==> src/seq_ts_regs.vh <==
`ifndef SEQ_TS_REGS_VH
`define SEQ_TS_REGS_VH

// register offsets, high byte then low byte per channel
`define CH1_SEQUENCE_TIMESTAMP_HIGH_OFS 8'h90
`define CH1_SEQUENCE_TIMESTAMP_LOW_OFS 8'h91
`define CH2_SEQUENCE_TIMESTAMP_HIGH_OFS 8'h92
`define CH2_SEQUENCE_TIMESTAMP_LOW_OFS 8'h93
`define CH3_SEQUENCE_TIMESTAMP_HIGH_OFS 8'h94
`define CH3_SEQUENCE_TIMESTAMP_LOW_OFS 8'h95

// field layout of each byte register
`define TS_BYTE_MSB 7
`define TS_BYTE_LSB 0
`define TS_WIDTH 16

// reset values
`define SEQUENCE_TIMESTAMP_RESET 16'h0000
`define UNMAPPED_READ_VALUE 8'h00

// sequence command codes of the activation and sleep command fields
`define SEQ_CMD_POWER_ON_OR_EXIT 2'h1
`define SEQ_CMD_POWER_OFF_OR_ENTRY 2'h2

// timing
`define REF_CLK_PERIOD_NS 20
`define SEQUENCE_TICK_PERIOD_NS 50000
`define SEQUENCE_TIMER_MAX 16'hFFFF

`endif

==> src/seq_tick_gen.v <==
`timescale 1ns/10ps
`include "seq_ts_regs.vh"

// divides ref_clk down to one pulse per sequence tick
module seq_tick_gen (
  input wire ref_clk,
  input wire rstn,
  input wire restart,
  input wire run,
  output reg tick
);

  // exact period: both figures are whole ns, so the division is exact here
  localparam integer TICK_CYCLES_INT = `SEQUENCE_TICK_PERIOD_NS / `REF_CLK_PERIOD_NS;
  localparam [11:0] TICK_CYCLES = TICK_CYCLES_INT[11:0];

  reg [11:0] div_reg;
  reg [11:0] div_next;
  reg tick_next;

  // restart aligns the first tick a full period after the trigger
  always @* begin
    div_next = div_reg;
    tick_next = 1'b0;
    if (restart) begin
      div_next = 12'h000;
    end else if (run) begin
      if (div_reg == TICK_CYCLES - 12'h001) begin
        div_next = 12'h000;
        tick_next = 1'b1;
      end else begin
        div_next = div_reg + 12'h001;
      end
    end
  end

  always @(posedge ref_clk or negedge rstn) begin
    if (!rstn) begin
      div_reg <= 12'h000;
      tick <= 1'b0;
    end else begin
      div_reg <= div_next;
      tick <= tick_next;
    end
  end

endmodule

==> src/sequence_timestamp_capture.v <==
`timescale 1ns/10ps
`include "seq_ts_regs.vh"

// What this block does
// - each channel keeps its timestamp as read-only high and low byte registers.
// - stored value is the sequence timer when that channel is assigned its time.
// - command 01: capture when rising voltage passes undervoltage low-fault threshold.
// - command 10: capture when falling voltage passes the 200mV off threshold.
// - one timer count equals one 50 microsecond tick.
// - channel 1 high byte at 0x90, low byte at 0x91.
module sequence_timestamp_capture (
  input wire ref_clk,
  input wire rstn,
  input wire seq_trigger,
  input wire [1:0] activation_sequence_command,
  input wire [2:0] rise_past_uv_strobe,
  input wire [2:0] fall_past_off_strobe,
  input wire rd_en,
  input wire [7:0] rd_addr,
  output reg [7:0] rd_data,
  output reg rd_valid,
  output reg seq_active,
  output reg [2:0] capture_done
);

  localparam NUM_CH = 3;

  // sequence states
  localparam [1:0] ST_IDLE = 2'b00;
  localparam [1:0] ST_RISING = 2'b01;
  localparam [1:0] ST_FALLING = 2'b10;

  // register map lookup: {hit, is_low, channel index}
  function [3:0] decode_addr;
    input [7:0] addr;
    begin
      case (addr)
        `CH1_SEQUENCE_TIMESTAMP_HIGH_OFS: decode_addr = 4'h8;
        `CH1_SEQUENCE_TIMESTAMP_LOW_OFS: decode_addr = 4'hC;
        `CH2_SEQUENCE_TIMESTAMP_HIGH_OFS: decode_addr = 4'h9;
        `CH2_SEQUENCE_TIMESTAMP_LOW_OFS: decode_addr = 4'hD;
        `CH3_SEQUENCE_TIMESTAMP_HIGH_OFS: decode_addr = 4'hA;
        `CH3_SEQUENCE_TIMESTAMP_LOW_OFS: decode_addr = 4'hE;
        default: decode_addr = 4'h0;
      endcase
    end
  endfunction

  // the two command codes that open a sequence
  function is_seq_code;
    input [1:0] code;
    begin
      is_seq_code = (code == `SEQ_CMD_POWER_ON_OR_EXIT) ||
        (code == `SEQ_CMD_POWER_OFF_OR_ENTRY);
    end
  endfunction

  // strobe set that qualifies for a sequence kind; idle passes nothing
  function [2:0] pick_crossing;
    input [1:0] mode;
    input [2:0] rise;
    input [2:0] fall;
    begin
      case (mode)
        ST_RISING: pick_crossing = rise;
        ST_FALLING: pick_crossing = fall;
        default: pick_crossing = 3'b000;
      endcase
    end
  endfunction

  // sequence state, timer and per-cycle capture decisions
  reg [1:0] state_reg;
  reg [1:0] state_next;
  reg [15:0] timer_reg;
  reg [15:0] timer_next;
  reg [2:0] done_next;
  wire tick;
  wire start_ok;
  wire [1:0] mode_eff;
  wire [2:0] crossing;
  wire [2:0] capture_now;

  // any other command code leaves the block untouched
  assign start_ok = seq_trigger && is_seq_code(activation_sequence_command);

  // mode in force this cycle; a fresh trigger takes effect at once
  assign mode_eff = start_ok ? activation_sequence_command : state_reg;

  // pick the crossing that qualifies for the running sequence kind
  assign crossing = pick_crossing(mode_eff, rise_past_uv_strobe, fall_past_off_strobe);

  // first qualifying crossing only; a trigger re-arms every channel
  assign capture_now = crossing & (start_ok ? 3'b111 : ~capture_done);

  seq_tick_gen u_tick (
    .ref_clk(ref_clk),
    .rstn(rstn),
    .restart(start_ok),
    .run(state_reg != ST_IDLE),
    .tick(tick)
  );

  // sequence state; ends when every channel has its time or timer saturates
  always @* begin
    state_next = state_reg;
    done_next = capture_done;
    if (start_ok) begin
      state_next = activation_sequence_command;
      done_next = 3'b000;
    end
    done_next = done_next | capture_now; // set wins over the trigger clear
    if (!start_ok && (state_reg != ST_IDLE)) begin
      if ((done_next == 3'b111) || (timer_reg == `SEQUENCE_TIMER_MAX)) begin
        state_next = ST_IDLE;
      end
    end
    case (state_next)
      ST_IDLE: state_next = ST_IDLE;
      ST_RISING: state_next = ST_RISING;
      ST_FALLING: state_next = ST_FALLING;
      default: state_next = ST_IDLE;
    endcase
  end

  // sequence timer in ticks; saturates instead of wrapping so a late
  // capture never looks early
  always @* begin
    timer_next = timer_reg;
    if (start_ok) begin
      timer_next = 16'h0000;
    end else if ((state_reg != ST_IDLE) && tick &&
                 (timer_reg != `SEQUENCE_TIMER_MAX)) begin
      timer_next = timer_reg + 16'h0001;
    end
  end

  // registered state; seq_active follows the next state so it rises
  // one edge after the trigger, not two
  always @(posedge ref_clk or negedge rstn) begin
    if (!rstn) begin
      state_reg <= ST_IDLE;
      timer_reg <= 16'h0000;
      capture_done <= 3'b000;
      seq_active <= 1'b0;
    end else begin
      state_reg <= state_next;
      timer_reg <= timer_next;
      capture_done <= done_next;
      seq_active <= (state_next != ST_IDLE);
    end
  end

  // per-channel timestamp holders
  wire [15:0] ts_flat [0:NUM_CH-1];
  genvar gi;
  generate
    for (gi = 0; gi < NUM_CH; gi = gi + 1) begin : g_ch
      reg [15:0] ts_reg;
      // a trigger-cycle crossing stores zero, the cleared timer value
      always @(posedge ref_clk or negedge rstn) begin
        if (!rstn) begin
          ts_reg <= `SEQUENCE_TIMESTAMP_RESET;
        end else if (capture_now[gi]) begin
          ts_reg <= start_ok ? 16'h0000 : timer_reg;
        end
      end
      assign ts_flat[gi] = ts_reg;
    end
  endgenerate

  // read port; reading a high byte snapshots its low byte so the pair
  // stays coherent even if a capture lands between the two reads
  reg [7:0] shadow_low_reg;
  reg [1:0] shadow_ch_reg;
  reg shadow_valid_reg;
  reg [3:0] dec;
  reg [15:0] sel_ts;
  reg [7:0] rd_data_next;

  always @* begin
    dec = decode_addr(rd_addr);
    sel_ts = ts_flat[0];
    if (dec[1:0] == 2'h1) begin
      sel_ts = ts_flat[1];
    end else if (dec[1:0] == 2'h2) begin
      sel_ts = ts_flat[2];
    end
    rd_data_next = `UNMAPPED_READ_VALUE;
    if (dec[3]) begin
      if (!dec[2]) begin
        rd_data_next = sel_ts[15:8];
      end else if (shadow_valid_reg && (shadow_ch_reg == dec[1:0])) begin
        rd_data_next = shadow_low_reg;
      end else begin
        rd_data_next = sel_ts[7:0];
      end
    end
  end

  // read data and low-byte snapshot, updated only on a read; rd_valid follows rd_en every cycle
  always @(posedge ref_clk or negedge rstn) begin
    if (!rstn) begin
      rd_data <= `UNMAPPED_READ_VALUE;
      rd_valid <= 1'b0;
      shadow_low_reg <= 8'h00;
      shadow_ch_reg <= 2'h0;
      shadow_valid_reg <= 1'b0;
    end else begin
      rd_valid <= rd_en;
      if (rd_en) begin
        rd_data <= rd_data_next;
        if (dec[3] && !dec[2]) begin
          shadow_low_reg <= sel_ts[7:0];
          shadow_ch_reg <= dec[1:0];
          shadow_valid_reg <= 1'b1;
        end else if (dec[3]) begin
          shadow_valid_reg <= 1'b0; // one low read consumes the snapshot
        end
      end
    end
  end

endmodule

==> config.mk <==
export PLATFORM = sky130hd
export DESIGN_NAME = sequence_timestamp_capture
export DESIGN_NICKNAME = d
export VERILOG_FILES = /design/src/seq_tick_gen.v /design/src/sequence_timestamp_capture.v
export VERILOG_INCLUDE_DIRS = /design/src
export SDC_FILE = /design/constraint.sdc
export NUM_CORES = 1
export LEC_CHECK = 0
export BUFFER_PORTS_ARGS = -buffer_cell sky130_fd_sc_hd__buf_2
export CAP_MARGIN = 0
export CORE_ASPECT_RATIO = 1.75
export CORE_MARGIN = 1.5
export CORE_UTILIZATION = 55
export CTS_CLUSTER_SIZE = 10
export DETAILED_ROUTE_END_ITERATION = 8
export GPL_TIMING_DRIVEN = 0
export PLACE_DENSITY_LB_ADDON = 0.05
export SLEW_MARGIN = 20
export SYNTH_ARGS = -nofsm -noshare
export SYNTH_HDL_FRONTEND = slang
export SYNTH_HIERARCHICAL = 1
export SYNTH_SLANG_ARGS = --single-unit
==> constraint.sdc <==
create_clock -name ref_clk -period 2.5 [get_ports ref_clk]
set_input_delay 0 -clock ref_clk [delete_from_list [all_inputs] [get_ports ref_clk]]
set_output_delay 0 -clock ref_clk [all_outputs]
set_load 0.1 [all_outputs]
# After elaboration in Yosys (flattened, before gate mapping)
# Index checks and enable logic that the tools add are counted.
# classes
add_sub_neg	2
multipliers	0
n_div	0
magnitude_cmp	0
n_eq_ne	19
shifts	0
n_mux	24
n_bitwise	3
n_reduce_logical	17
# op_table
cell	n
two-way mux 16 bit	5
== test 8 bit, second input constant	6
two-way mux 12 bit	3
two-way mux 8 bit	3
one-hot mux 4 bit (6 select lines)	1
adder 16 x 1 -> 16 bit, second input constant	1
== test 16 bit, second input constant	1
inequality test 16 bit, second input constant	1
adder 12 x 1 -> 12 bit, second input constant	1
== test 12 bit, second input constant	1
nonzero test 2 bit	5
== test 2 x 1 -> 1 bit, second input constant	4
== test 2 bit, second input constant	4
logical AND 1 bit	6
two-way mux 2 bit	3
two-way mux 3 bit	2
one-hot mux 3 bit (2 select lines)	1
two-way mux 1 bit	5
one-hot mux 2 bit (2 select lines)	1
AND reduction 2 bit	2
AND 3 bit	1
== test 3 bit, second input constant	1
inverter 3 bit	1
bitwise OR 3 bit	1
other kinds (3)	5
# word_totals
reg_bits	103
latch_bits	0
ramBits	0
mem_bits_ro	0
input_bits	20
output_inout_bits	13
elab_cells	79
mem_count	0

# Depth between registers and ports, before layout
# Gate-level depths: netlist (run 1).
# logic_depth
depth_word	15
mapped_depth	14
ltp_nobuf	13

# Cells and area by module
# Netlist (run 1), hierarchy kept.
# by_module_without_submodules
module	instances	cells_each	area_each_um2	seq_area_each_um2
sequence_timestamp_capture	1	460	4290.4	2252.2
seq_tick_gen	1	79	764.5	325.3

# Least setup slack after synthesis (run 1)
# No wires, ideal clock.
# synth_path
path_kind	input port to flip-flop
startpoint	in activation_sequence_command[0]
endpoint	reg seq_active
setup_ps	113
arrival_ps	2317
t_required_ps	2387
path_slack_ps	71
stages	14
n_path_buf	1
cell_sequence	xnor2_1 > nand2b_1 > inv_1 > buf_2 > nand2_1 > a21boi_0 > inv_1 > ha_1 > a22oi_1 > o22ai_1 > and4b_1 > or3_1 > ha_1 > inv_1
# synth_between
elab_chain_len	15
word_cells_on_any_way	22
classes_between	eq/ne (7); mux (7); bitwise (2); reduce/logical (6)
# synth_lines
item	line_no	rtl
start: declaration	sequence_timestamp_capture.v:15	input wire [1:0] activation_sequence_command,
== test 2 x 1 -> 1 bit (no line) or == test 2 bit (tied branches)	--	
logical OR 1 bit	sequence_timestamp_capture.v:53	is_seq_code = (code == `SEQ_CMD_POWER_ON_OR_EXIT) ||
logical AND 1 bit	sequence_timestamp_capture.v:85	assign start_ok = seq_trigger && is_seq_code(activation_sequence_command);
two-way mux 2 bit	sequence_timestamp_capture.v:88	assign mode_eff = start_ok ? activation_sequence_command : state_reg;
== test 2 bit or == test 2 x 1 -> 1 bit (tied branches)	sequence_timestamp_capture.v:64	case (mode)
one-hot mux 3 bit (2 select lines)	sequence_timestamp_capture.v:64	
AND 3 bit	sequence_timestamp_capture.v:94	assign capture_now = crossing & (start_ok ? 3'b111 : ~capture_done);
bitwise OR 3 bit (*)	sequence_timestamp_capture.v:112	done_next = done_next | capture_now;
net done_next[0]	sequence_timestamp_capture.v:77	reg [2:0] done_next;
== test 3 bit (*)	sequence_timestamp_capture.v:114	if ((done_next == 3'b111) || (timer_reg == `SEQUENCE_TIMER_MAX)) begin
logical OR 1 bit (*)	sequence_timestamp_capture.v:114	
two-way mux 2 bit (*)	sequence_timestamp_capture.v:114	
two-way mux 2 bit (*)	sequence_timestamp_capture.v:113	if (!start_ok && (state_reg != ST_IDLE)) begin
== test 2 bit or == test 2 x 1 -> 1 bit (tied branches)	sequence_timestamp_capture.v:118	case (state_next)
one-hot mux 2 bit (2 select lines) (*)	sequence_timestamp_capture.v:118	
nonzero test 2 bit (*)	sequence_timestamp_capture.v:150	seq_active <= (state_next != ST_IDLE);
end signal: assignment	sequence_timestamp_capture.v:150	
end: declaration	sequence_timestamp_capture.v:22	output reg seq_active,
# The timed path passes the listed nets; every way through them passes the cells marked *.
# A chain may end at the register's enable or synchronous reset.

# Final worst setup path (run 1)
# layout_path
startpoint	reg state_reg[0]
endpoint	reg seq_active
# layout_between
elab_chain_len	12
word_cells_on_any_way	16
classes_between	eq/ne (5); mux (5); bitwise (2); reduce/logical (4)
# layout_lines
item	line_no	rtl
start: declaration	sequence_timestamp_capture.v:73	reg [1:0] state_reg;
start signal: assignment	sequence_timestamp_capture.v:147	state_reg <= state_next;
two-way mux 2 bit (*)	sequence_timestamp_capture.v:88	
== test 2 bit or == test 2 x 1 -> 1 bit (tied branches)	sequence_timestamp_capture.v:64	
one-hot mux 3 bit (2 select lines) (*)	sequence_timestamp_capture.v:64	
AND 3 bit (*)	sequence_timestamp_capture.v:94	
bitwise OR 3 bit (*)	sequence_timestamp_capture.v:112	
net done_next[0]	sequence_timestamp_capture.v:77	
== test 3 bit (*)	sequence_timestamp_capture.v:114	
logical OR 1 bit (*)	sequence_timestamp_capture.v:114	
two-way mux 2 bit (*)	sequence_timestamp_capture.v:114	
two-way mux 2 bit (*)	sequence_timestamp_capture.v:113	
== test 2 bit or == test 2 x 1 -> 1 bit (tied branches)	sequence_timestamp_capture.v:118	
one-hot mux 2 bit (2 select lines) (*)	sequence_timestamp_capture.v:118	
nonzero test 2 bit (*)	sequence_timestamp_capture.v:150	
# Marked as above.

==> results.json, run 1 <==
{
  "status": "complete, no violations",
  "num-nets-final": 612,
  "io_pins": 33,
  "synth_top_area_share_pct": 51.0,
  "drtIter0Drc": 417,
  "ys_ff_latch": 103,
  "synth_area_leaders": "dfrtp_1, o21ai_0, nand2_1, o32ai_1, nor2_1",
  "cts_buffers": 9,
  "start_util_pct": 56.3,
  "gr-total-overflow": 0,
  "fmax_ghz": 0.426,
  "maxCapViolations": 0,
  "worst_ep_arrival_time_ns": 2.60,
  "dieHeight_um": 130,
  "tightest_slew_ns": 0.662,
  "synth_cell_types": 56,
  "grt_max_degree": 74,
  "path_buf_inv": 2,
  "place_hpwl_um": 9490,
  "htree_levels": 3,
  "viasPerCell": 6.10,
  "placeableCoreArea_mm2": 0.00898,
  "syn-num-nets": 565,
  "synth_edf_count": 0,
  "cp_cell_sequence": "o21ai_2, inv_1, ha_1, a22oi_2, o22ai_1, and4b_2, or3_1, ha_1, inv_1",
  "cts.path.max_buffers": 2,
  "cts_root_buf": "clkbuf_16",
  "cts_tree": "yes",
  "reg2reg_slack_ns": 0.15,
  "crit_cells": 9,
  "design_area_mm2": 0.00577,
  "reg2reg_depth": 9,
  "setup_viol": 0,
  "cp_top_family": "simple AND/OR/NAND/NOR gates",
  "slew_headroom_pct": 55.9,
  "clk_latency_ns": 0.35,
  "wl_per_cell_um": 18.8,
  "end_kind": "register",
  "cp_max_fo": 4,
  "min_to": "capture_done[2]$_DFF_PN0_",
  "synthToLayoutAreaGrowth_pct": 14.2,
  "io_buffers": 32,
  "clk_pin_slew_worst_paths_ns": 0.07,
  "min_path_type": "in -> reg",
  "place.gp.congestion": 0.838,
  "syn_inst": 539,
  "criticalPathCategory": "reg -> reg",
  "hold_path_depth": 3,
  "die_w_um": 75.5,
  "postSynth.asyncResetShare_pct": 100,
  "worstReg2RegEnd": "seq_active$_DFF_PN0_",
  "ys_seq_area_share_pct": 51.0,
  "period_minus_slack_ns": 2.35,
  "skew_ns": 0.00742,
  "placementRows": 46,
  "track_usage_pct": 29.3,
  "max_stage_delay_ns": 0.40,
  "grt_first_pass_wirelength_um": 21200,
  "worstPathRequired_ns": 2.75,
  "first_pass_iters": 5,
  "wl_um": 13400,
  "rsz0062_at_grt": "no",
  "maxSlewViolCount": 0,
  "synth_area_mm2": 0.00505,
  "min_from": "fall_past_off_strobe[2]",
  "place_area_mm2": 0.00540,
  "cp-start-kind": "register",
  "fillers": 821,
  "synth_top_area_cell": "dfrtp_1",
  "syn_area_per_cell_um2": 9.38,
  "vias": 4339,
  "antenna_found_initial": 0,
  "ys_warn_count": 6,
  "diodes": 0,
  "largest_reg_flops": 48,
  "die_area_mm2": 0.00980,
  "ant_nets": 0,
  "ir_worst_vdd_uv": 759,
  "drive_above_1_share_pct": 15.2,
  "holdWs_ns": 0.00363,
  "layout_worst_path_cycle_share_pct": 94.0,
  "reg2reg_from": "state_reg[0]$_DFF_PN0_",
  "leakagePower_nw": 2.54,
  "drc_errors": 0,
  "powerDensity_mw_per_mm2": 772,
  "clock-sinks": 103,
  "slowest_stage": "dfrtp_1",
  "grt_pass1_vias": 4289,
  "final-hold-violation-count": 0,
  "synth_ff_type": "dfrtp_1"
}
## power by group
part | internal, mW | switching, mW
registers | 1.89 | 0.152
clock network | 0.735 | 0.643
logic | 0.288 | 0.747
total | 2.91 | 1.54
## tightest hold or removal path, delay by kind of cell
kind,cells,cell delay (ns)
buffers and inverters,1,0.09
AOI/OAI and AO/OA,2,0.20
## per-layer routing
layer / track usage [%] / vias up / share of wire [%]
met4: 14.4 / 0 / 4.0
met3: 4.32 / 30 / 4.0
met5: 0 / - / 0
met2: 52.6 / 141 / 55
li1: - / 2052 / -
met1: 32.7 / 2116 / 37
## metrics by stage
step / setup TNS (ns) / worst slack (ns) / utilization, % / power [mW] / std cells
2_1_floorplan: 0 / 0.0707 / - / 2.76 / 539
3_3_place_gp: -11.43 / -0.329 / 59.8 / 3.03 / 691
5_1_grt: 0 / 0.0146 / 64.3 / 4.67 / 711
3_5_place_dp: -16.38 / -0.441 / 60.1 / 3.06 / 692
6_report: 0 / 0.150 / 64.3 / 4.46 / 711
4_1_cts: 0 / 0.0292 / 63.6 / 4.43 / 710
## cells in the mapped netlist, types with 3 or more instances
cell,number
nand3_1,16
a31o_2,6
o21ai_0,75
nor2_1,34
o32a_1,4
a41o_1,4
a22oi_1,3
ha_1,6
dfrtp_1,103
nand2b_1,8
a21oi_1,12
o32ai_1,19
mux2_2,4
o31ai_1,5
a221o_1,4
nand4_1,9
nor3_1,7
o211ai_1,9
o22ai_1,3
clkbuf_1,23
nor3b_1,5
or3_1,9
and4_1,3
and3_1,4
inv_1,19
or2_2,3
xor2_1,6
nand2_1,90
buf_2,4
and2_1,7
a31oi_1,4
## layout make-up
class                      instances  area [µm²]  share of cell area, %
sequential                       103        2580                   44.6
clock buffer                      11         253                   4.38
timing repair buffer              36         221                   3.84
tap                              120         150                   2.60
buffer                            30         139                   2.41
multi-input combinational        386        2320                   40.1
inverter                          20        75.1                   1.30
clock inverter                     5        40.0                  0.694
## kinds of logic after synthesis
family	Yosys count	share of synthesized area, %
AND/OR/NAND/NOR	212	20.8
multiplexers	5	1.09
adder cells (fa/ha/maj)	6	1.49
AO/OA/AOI/OAI	156	20.3
flip-flops	103	51.0
buffers and inverters	50	4.11
XOR/XNOR	7	1.21
## cells in the final DEF (no fill, tap or decap), types with 4 or more instances in the layout
| cell | synthesis | routed |
|---|---|---|
| inv_1 | 19 | 19 |
| a41o_1 | 4 | 4 |
| o32ai_1 | 19 | 19 |
| ha_1 | 6 | 5 |
| dfrtp_1 | 103 | 103 |
| nor3_1 | 7 | 7 |
| o211ai_1 | 9 | 9 |
| a21oi_1 | 12 | 12 |
| nand3_1 | 16 | 16 |
| nand2_1 | 90 | 90 |
| clkbuf_1 | 23 | 20 |
| nand4_1 | 9 | 9 |
| clkbuf_16 | 0 | 9 |
| or3_1 | 9 | 9 |
| a31o_2 | 6 | 6 |
| and3_1 | 4 | 4 |
| buf_2 | 4 | 34 |
| o32a_1 | 4 | 4 |
| o31ai_1 | 5 | 5 |
| and2_1 | 7 | 7 |
| a31oi_1 | 4 | 4 |
| nand2b_1 | 8 | 7 |
| nor2_1 | 34 | 34 |
| nor3b_1 | 5 | 5 |
| xor2_1 | 6 | 6 |
| o21ai_0 | 75 | 74 |
| a221o_1 | 4 | 4 |
| mux2_2 | 4 | 4 |
## repair_timing
item,4_1_cts,5_1_grt
hold endpoints to repair,104,0
hold buffers,2,0
pin swaps,0,1
setup endpoints to repair,10,51
buffers inserted,0,1
gates resized for setup,2,19
## worst max path at each step
stage	end	startpoint	slack (ns)
floorplan	seq_active$_DFF_PN0_	activation_sequence_command[0]	0.07
global placement	seq_active$_DFF_PN0_	activation_sequence_command[0]	-0.33
detailed placement	seq_active$_DFF_PN0_	activation_sequence_command[0]	-0.44
CTS	seq_active$_DFF_PN0_	activation_sequence_command[0]	0.03
global route	seq_active$_DFF_PN0_	state_reg[0]$_DFF_PN0_	0.01
finish	seq_active$_DFF_PN0_	state_reg[0]$_DFF_PN0_	0.15
Note: power is estimated with default switching activity, not from simulation.
==> inputs of run 2 (changes only) <==
--- a/config.mk
+++ b/config.mk
@@ -10,12 +10,12 @@
 export CAP_MARGIN = 0
 export CORE_ASPECT_RATIO = 1.75
 export CORE_MARGIN = 1.5
-export CORE_UTILIZATION = 55
+export CORE_UTILIZATION = 40
 export CTS_CLUSTER_SIZE = 10
 export DETAILED_ROUTE_END_ITERATION = 8
 export GPL_TIMING_DRIVEN = 0
 export PLACE_DENSITY_LB_ADDON = 0.05
-export SLEW_MARGIN = 20
+export SLEW_MARGIN = 10
 export SYNTH_ARGS = -nofsm -noshare
 export SYNTH_HDL_FRONTEND = slang
 export SYNTH_HIERARCHICAL = 1
==> run 2 against run 1 <==
Non-clock buffer count decreased by 1. Via count down 1.4%. Sequential power hardly changed. Critical path depth is 6 higher. Maximum frequency rose by 2.1%. Combinational power is essentially flat. Die area increased by 36%. Sequential cell count stayed put. Hold slack improved by 0.020 ns. Final cell count grew 6.6%. Clock-buffer cell count is 1 lower. First-iteration DRC count fell by 35%. Critical endpoint unchanged. Largest power group unchanged.
==> results.json, run 2 (synthesis gave the netlist of run 1 again) <==
{
  "reg2reg_slack_ns": 0.22,
  "gr-total-overflow": 0,
  "cts_tree": "yes",
  "netSwitchingFraction_pct": 34.5,
  "clk_pin_slew_worst_paths_ns": 0.07,
  "synthToLayoutAreaGrowth_pct": 15.1,
  "reg2reg_depth": 9,
  "drc_errors": 0,
  "grt_first_pass_wirelength_um": 22600,
  "layout_worst_path_cycle_share_pct": 92.1,
  "grt_pass1_vias": 4180,
  "slew_headroom_pct": 53.9,
  "skew_ns": 0.00720,
  "start_util_pct": 40.9,
  "status": "complete, no violations",
  "wl_per_cell_um": 19.0,
  "design_area_mm2": 0.00582,
  "htree_levels": 3,
  "final-hold-violation-count": 0,
  "mostFrequentLayoutCells": "dfrtp_1, nand2_1, o21ai_0",
  "reg2reg_from": "state_reg[0]$_DFF_PN0_",
  "cp-start-kind": "primary input",
  "setup_viol": 0,
  "num-nets-final": 611,
  "place_area_mm2": 0.00546,
  "p_total_mw": 4.50,
  "min_to": "capture_done[1]$_DFF_PN0_",
  "postCtsSetupBuffers": 0,
  "tightest_slew_ns": 0.685,
  "end_kind": "register",
  "power_frac_comb_pct": 23.0,
  "maxSlewViolCount": 0,
  "io_pins": 33,
  "track_usage_pct": 22.6,
  "ir_worst_vdd_uv": 591,
  "worst_ep_arrival_time_ns": 2.54,
  "multi_input_area_mm2": 0.00231,
  "largest_reg_flops": 48,
  "holdWs_ns": 0.0241,
  "min_from": "fall_past_off_strobe[1]",
  "dieHeight_um": 152,
  "power_frac_clock_pct": 31.5,
  "power_frac_seq_pct": 45.5,
  "criticalPathCategory": "in -> reg",
  "placeableCoreArea_mm2": 0.0124,
  "placementRows": 54,
  "fmax_ghz": 0.435,
  "place.gp.congestion": 0.814,
  "ant_nets": 0,
  "diodes": 0,
  "vias": 4279,
  "wl_um": 14400,
  "area.sequential_mm2": 0.00258,
  "die_w_um": 88.0,
  "intPower_mw": 2.95,
  "cts_buffers": 9,
  "power_switching_mw": 1.55,
  "min_path_type": "in -> reg",
  "period_minus_slack_ns": 2.30,
  "cts.path.max_buffers": 2,
  "grt_max_degree": 78,
  "antenna_found_initial": 0,
  "cp_max_fo": 10,
  "clk_latency_ns": 0.35,
  "final_common_cell": "dfrtp_1",
  "hold_path_depth": 3,
  "place_hpwl_um": 10300,
  "worstReg2RegEnd": "seq_active$_DFF_PN0_",
  "fillers": 1218,
  "drive_above_1_share_pct": 14.9,
  "leakagePower_nw": 2.56,
  "drtIter0Drc": 270,
  "first_pass_iters": 5,
  "io_buffers": 32,
  "worstPathRequired_ns": 2.74,
  "maxCapViolations": 0,
  "die_area_mm2": 0.0133,
  "viasPerCell": 5.65,
  "clock-sinks": 103,
  "powerDensity_mw_per_mm2": 773,
  "cts_root_buf": "clkbuf_16"
}
## run 2: cell types whose count changed in the layout (fill, tap and decap cells not counted), moves of 2 or more
cell	delta
buf_4	-2
clkbuf_8	-2
clkbuf_1	-3
clkinvlp_4	-2
clkinv_2	+3
clkbuf_2	+3
## run 2: critical path, stage by stage
cell and delay (ns):
buf_2 0.10, xnor2_1 0.14, nand2b_4 0.17, inv_1 0.08, clkbuf_4 0.19, nand2_1 0.11, a21boi_4 0.21, inv_1 0.06
ha_1 0.24, a22oi_2 0.17, o22ai_1 0.13, and4b_1 0.26, or3_1 0.35, ha_1 0.27, inv_1 0.03
## run 2: layout make-up
type,count,area share (%)
multi-input cells,386,39.7
repair buffers,35,3.68
clock buffers,10,3.94
flip-flops and latches,103,44.3
well taps,168,3.61
inverters,20,1.29
plain buffers,30,2.45
clock inverters,6,1.05
## run 2: metrics by stage
step	setup WS [ns]	TNS (ns)	instances	utilization (%)
global route	-0.0149	-0.0255	758	47.0
floorplan	0.0707	0	539	-
finish	0.199	0	758	47.0
global placement	-0.405	-17.35	739	43.9
CTS	0.00320	0	758	46.7
detailed placement	-0.420	-18.84	740	44.2
## run 2: how the worst max path moves through the flow
stage                                        start                             to  slack (ns)  depth (start not counted)
floorplan           activation_sequence_command[0]           seq_active$_DFF_PN0_        0.07                         14
global placement    activation_sequence_command[0]           seq_active$_DFF_PN0_       -0.41                         15
detailed placement  activation_sequence_command[0]           seq_active$_DFF_PN0_       -0.42                         15
CTS                         state_reg[0]$_DFF_PN0_           seq_active$_DFF_PN0_       0.003                          9
global route        activation_sequence_command[1]  g_ch[2].ts_reg[2]$_DFFE_PN0P_       -0.01                         14
finish              activation_sequence_command[0]           seq_active$_DFF_PN0_        0.20                         15
## run 2: what timing repair did
item / CTS / global route
setup endpoints to repair: 40 / 51
endpoints found under the hold margin: 104 / 0
resized for setup: 1 / 23
hold buffers: 2 / 0
## run 2: power by group through the flow
stage / combinational, mW / sequential (mW) / clock [mW]
4_1_cts: 1.02 / 2.04 / 1.44
3_5_place_dp: 1.02 / 2.07 / 0
6_report: 1.03 / 2.05 / 1.42
2_1_floorplan: 0.474 / 2.28 / 0
5_1_grt: 1.14 / 2.07 / 1.50
3_3_place_gp: 0.991 / 2.07 / 0
## run 2: per-layer routing
layer | vias to the layer above | GRT usage [%] | wire length [µm]
met5 | - | 0 | 0
met4 | 0 | 9.21 | 346
met3 | 22 | 2.49 | 415
met2 | 98 | 42.0 | 8000
met1 | 2109 | 25.6 | 5610
li1 | 2050 | - | -
==> inputs of run 3 (changes only) <==
--- a/config.mk
+++ b/config.mk
@@ -13,7 +13,6 @@
 export CORE_UTILIZATION = 40
 export CTS_CLUSTER_SIZE = 10
 export DETAILED_ROUTE_END_ITERATION = 8
-export GPL_TIMING_DRIVEN = 0
 export PLACE_DENSITY_LB_ADDON = 0.05
 export SLEW_MARGIN = 10
 export SYNTH_ARGS = -nofsm -noshare
==> constraint.sdc (replaced) <==
create_clock -name ref_clk -period 2.76 [get_ports ref_clk]
set_input_delay 0 -clock ref_clk [delete_from_list [all_inputs] [get_ports ref_clk]]
set_output_delay 0 -clock ref_clk [all_outputs]
set_load 0.1 [all_outputs]
==> run 3 against run 2 <==
Sequential cell count stayed put. Final area is 1.4% lower. Global-route usage is 2.4 points lower. Clock-buffer cell count is 1 lower. Sequential share of layout area is 0.65 points higher. Register-to-register slack better by 0.02 ns. Clock skew is 0.0036 ns higher. Core utilization is 0.68 points lower. Routed wire length is 12% lower. Power is 10% lower. Critical endpoint unchanged. Largest power group unchanged.
==> results.json, run 3 (synthesis gave the netlist of run 1 again) <==
{
  "placeableCoreArea_mm2": 0.0124,
  "tightest_slew_ns": 0.800,
  "cp_cell_sequence": "o21ai_0, inv_1, ha_1, a22oi_1, o22ai_1, and4b_1, or3_1, ha_1, inv_1",
  "grt_pass1_vias": 4057,
  "min_from": "fall_past_off_strobe[0]",
  "clk_pin_slew_worst_paths_ns": 0.07,
  "critPathLaunch": "state_reg[0]$_DFF_PN0_",
  "worst_ep_arrival_time_ns": 2.77,
  "slew_headroom_pct": 46.7,
  "num-nets-final": 591,
  "setup_viol": 0,
  "final-hold-violation-count": 0,
  "ir_worst_vdd_uv": 439,
  "p_total_mw": 4.04,
  "drive_above_1_share_pct": 14.7,
  "cts.path.max_buffers": 2,
  "end_kind": "register",
  "start_util_pct": 40.9,
  "cp_max_fo": 4,
  "placementRows": 54,
  "grt_max_degree": 104,
  "clk_latency_ns": 0.36,
  "grt_first_pass_wirelength_um": 20500,
  "fmax_ghz": 0.397,
  "viasPerCell": 5.60,
  "path_buf_inv": 2,
  "diodes": 0,
  "multi_input_area_mm2": 0.00228,
  "postCtsSetupBuffers": 0,
  "place_hpwl_um": 8970,
  "final_util_pct": 46.4,
  "powerDensity_mw_per_mm2": 704,
  "maxCapViolations": 0,
  "antenna_found_initial": 0,
  "holdWs_ns": 0.00933,
  "cp-start-kind": "register",
  "vias": 4130,
  "worstPathRequired_ns": 3.01,
  "place.gp.congestion": 0.829,
  "synthToLayoutAreaGrowth_pct": 13.4,
  "mostFrequentLayoutCells": "dfrtp_1, nand2_1, o21ai_0",
  "drc_errors": 0,
  "maxSlewViolCount": 0,
  "reg2reg_from": "state_reg[0]$_DFF_PN0_",
  "layout_worst_path_cycle_share_pct": 91.2,
  "rsz0062_at_grt": "no",
  "final_common_cell": "dfrtp_1",
  "clock-sinks": 103,
  "area.sequential_mm2": 0.00258,
  "max_stage_delay_ns": 0.40,
  "slowest_stage": "dfrtp_1",
  "gr-total-overflow": 0,
  "first_pass_iters": 4,
  "cp_top_family": "compound AO/OA/AOI/OAI gates",
  "io_buffers": 32,
  "io_pins": 33,
  "min_path_type": "in -> reg",
  "cts_tree": "yes",
  "period_minus_slack_ns": 2.52,
  "cts_buffers": 9,
  "die_area_mm2": 0.0133,
  "htree_levels": 3,
  "skew_ns": 0.0108,
  "status": "complete, no violations",
  "dp_slack_ns": 0.108,
  "ant_nets": 0,
  "largest_reg_flops": 48,
  "leakagePower_nw": 2.52,
  "tns_ns": 0,
  "finalWorstSetupSlack_ns": 0.242,
  "wl_um": 12700,
  "fillers": 1240,
  "cts_root_buf": "clkbuf_16",
  "die_w_um": 88.0,
  "wl_per_cell_um": 17.2,
  "drtIter0Drc": 218,
  "ctsResizeCount": 0,
  "ctsHoldBuffers": 2,
  "dieHeight_um": 152,
  "track_usage_pct": 20.3,
  "criticalPathCategory": "reg -> reg"
}
==> run 3: final timing paths <==
path | endpoint | slack [ns] | cells after the start
max | seq_active$_DFF_PN0_ | 0.24 | 9
min | capture_done[0]$_DFF_PN0_ | 0.009 | 3
max reg2reg | seq_active$_DFF_PN0_ | 0.24 | 9
min reg2reg | shadow_low_reg[3]$_DFFE_PN0P_ | 0.49 | 2
max in group asynchronous | capture_done[0]$_DFF_PN0_ | 2.04 | 3
min in group asynchronous | g_ch[2].ts_reg[6]$_DFFE_PN0P_ | 0.22 | 3
==> run 3: where the power goes <==
part | internal [mW] | switching (mW) | leakage (nW) | total [mW]
Clock | 0.652 | 0.656 | 0.151 | 1.31
Sequential | 1.71 | 0.142 | 1.41 | 1.85
Combinational | 0.238 | 0.635 | 0.955 | 0.873
==> run 3: metal layers <==
layer  GRT usage [%]  part of all wire [%]
met5               0                     0
met4            12.6                   5.4
met3            3.52                   3.4
met2            34.4                    50
met1            23.1                    41
==> run 3: cell type report <==
type / instances / share of cell area, %
clock buffers: 9 / 3.93
clock inverters: 7 / 1.51
inverters: 20 / 1.31
multi-input cells: 386 / 39.8
flip-flops and latches: 103 / 45.0
well taps: 168 / 3.67
repair buffers: 45 / 4.85
==> run 3: through the flow <==
stage	area, µm²	cells
floorplan	5050	539
CTS	5730	738
global placement	5400	720
global route	5730	738
finish	5730	738
detailed placement	5400	720
==> run 3: worst register-to-register path: stages, from the launching register on <==
cell	delay, ns
dfrtp_1	0.40
o21ai_0	0.39
inv_1	0.09
ha_1	0.24
a22oi_1	0.23
o22ai_1	0.15
and4b_1	0.24
or3_1	0.36
ha_1	0.28
inv_1	0.03
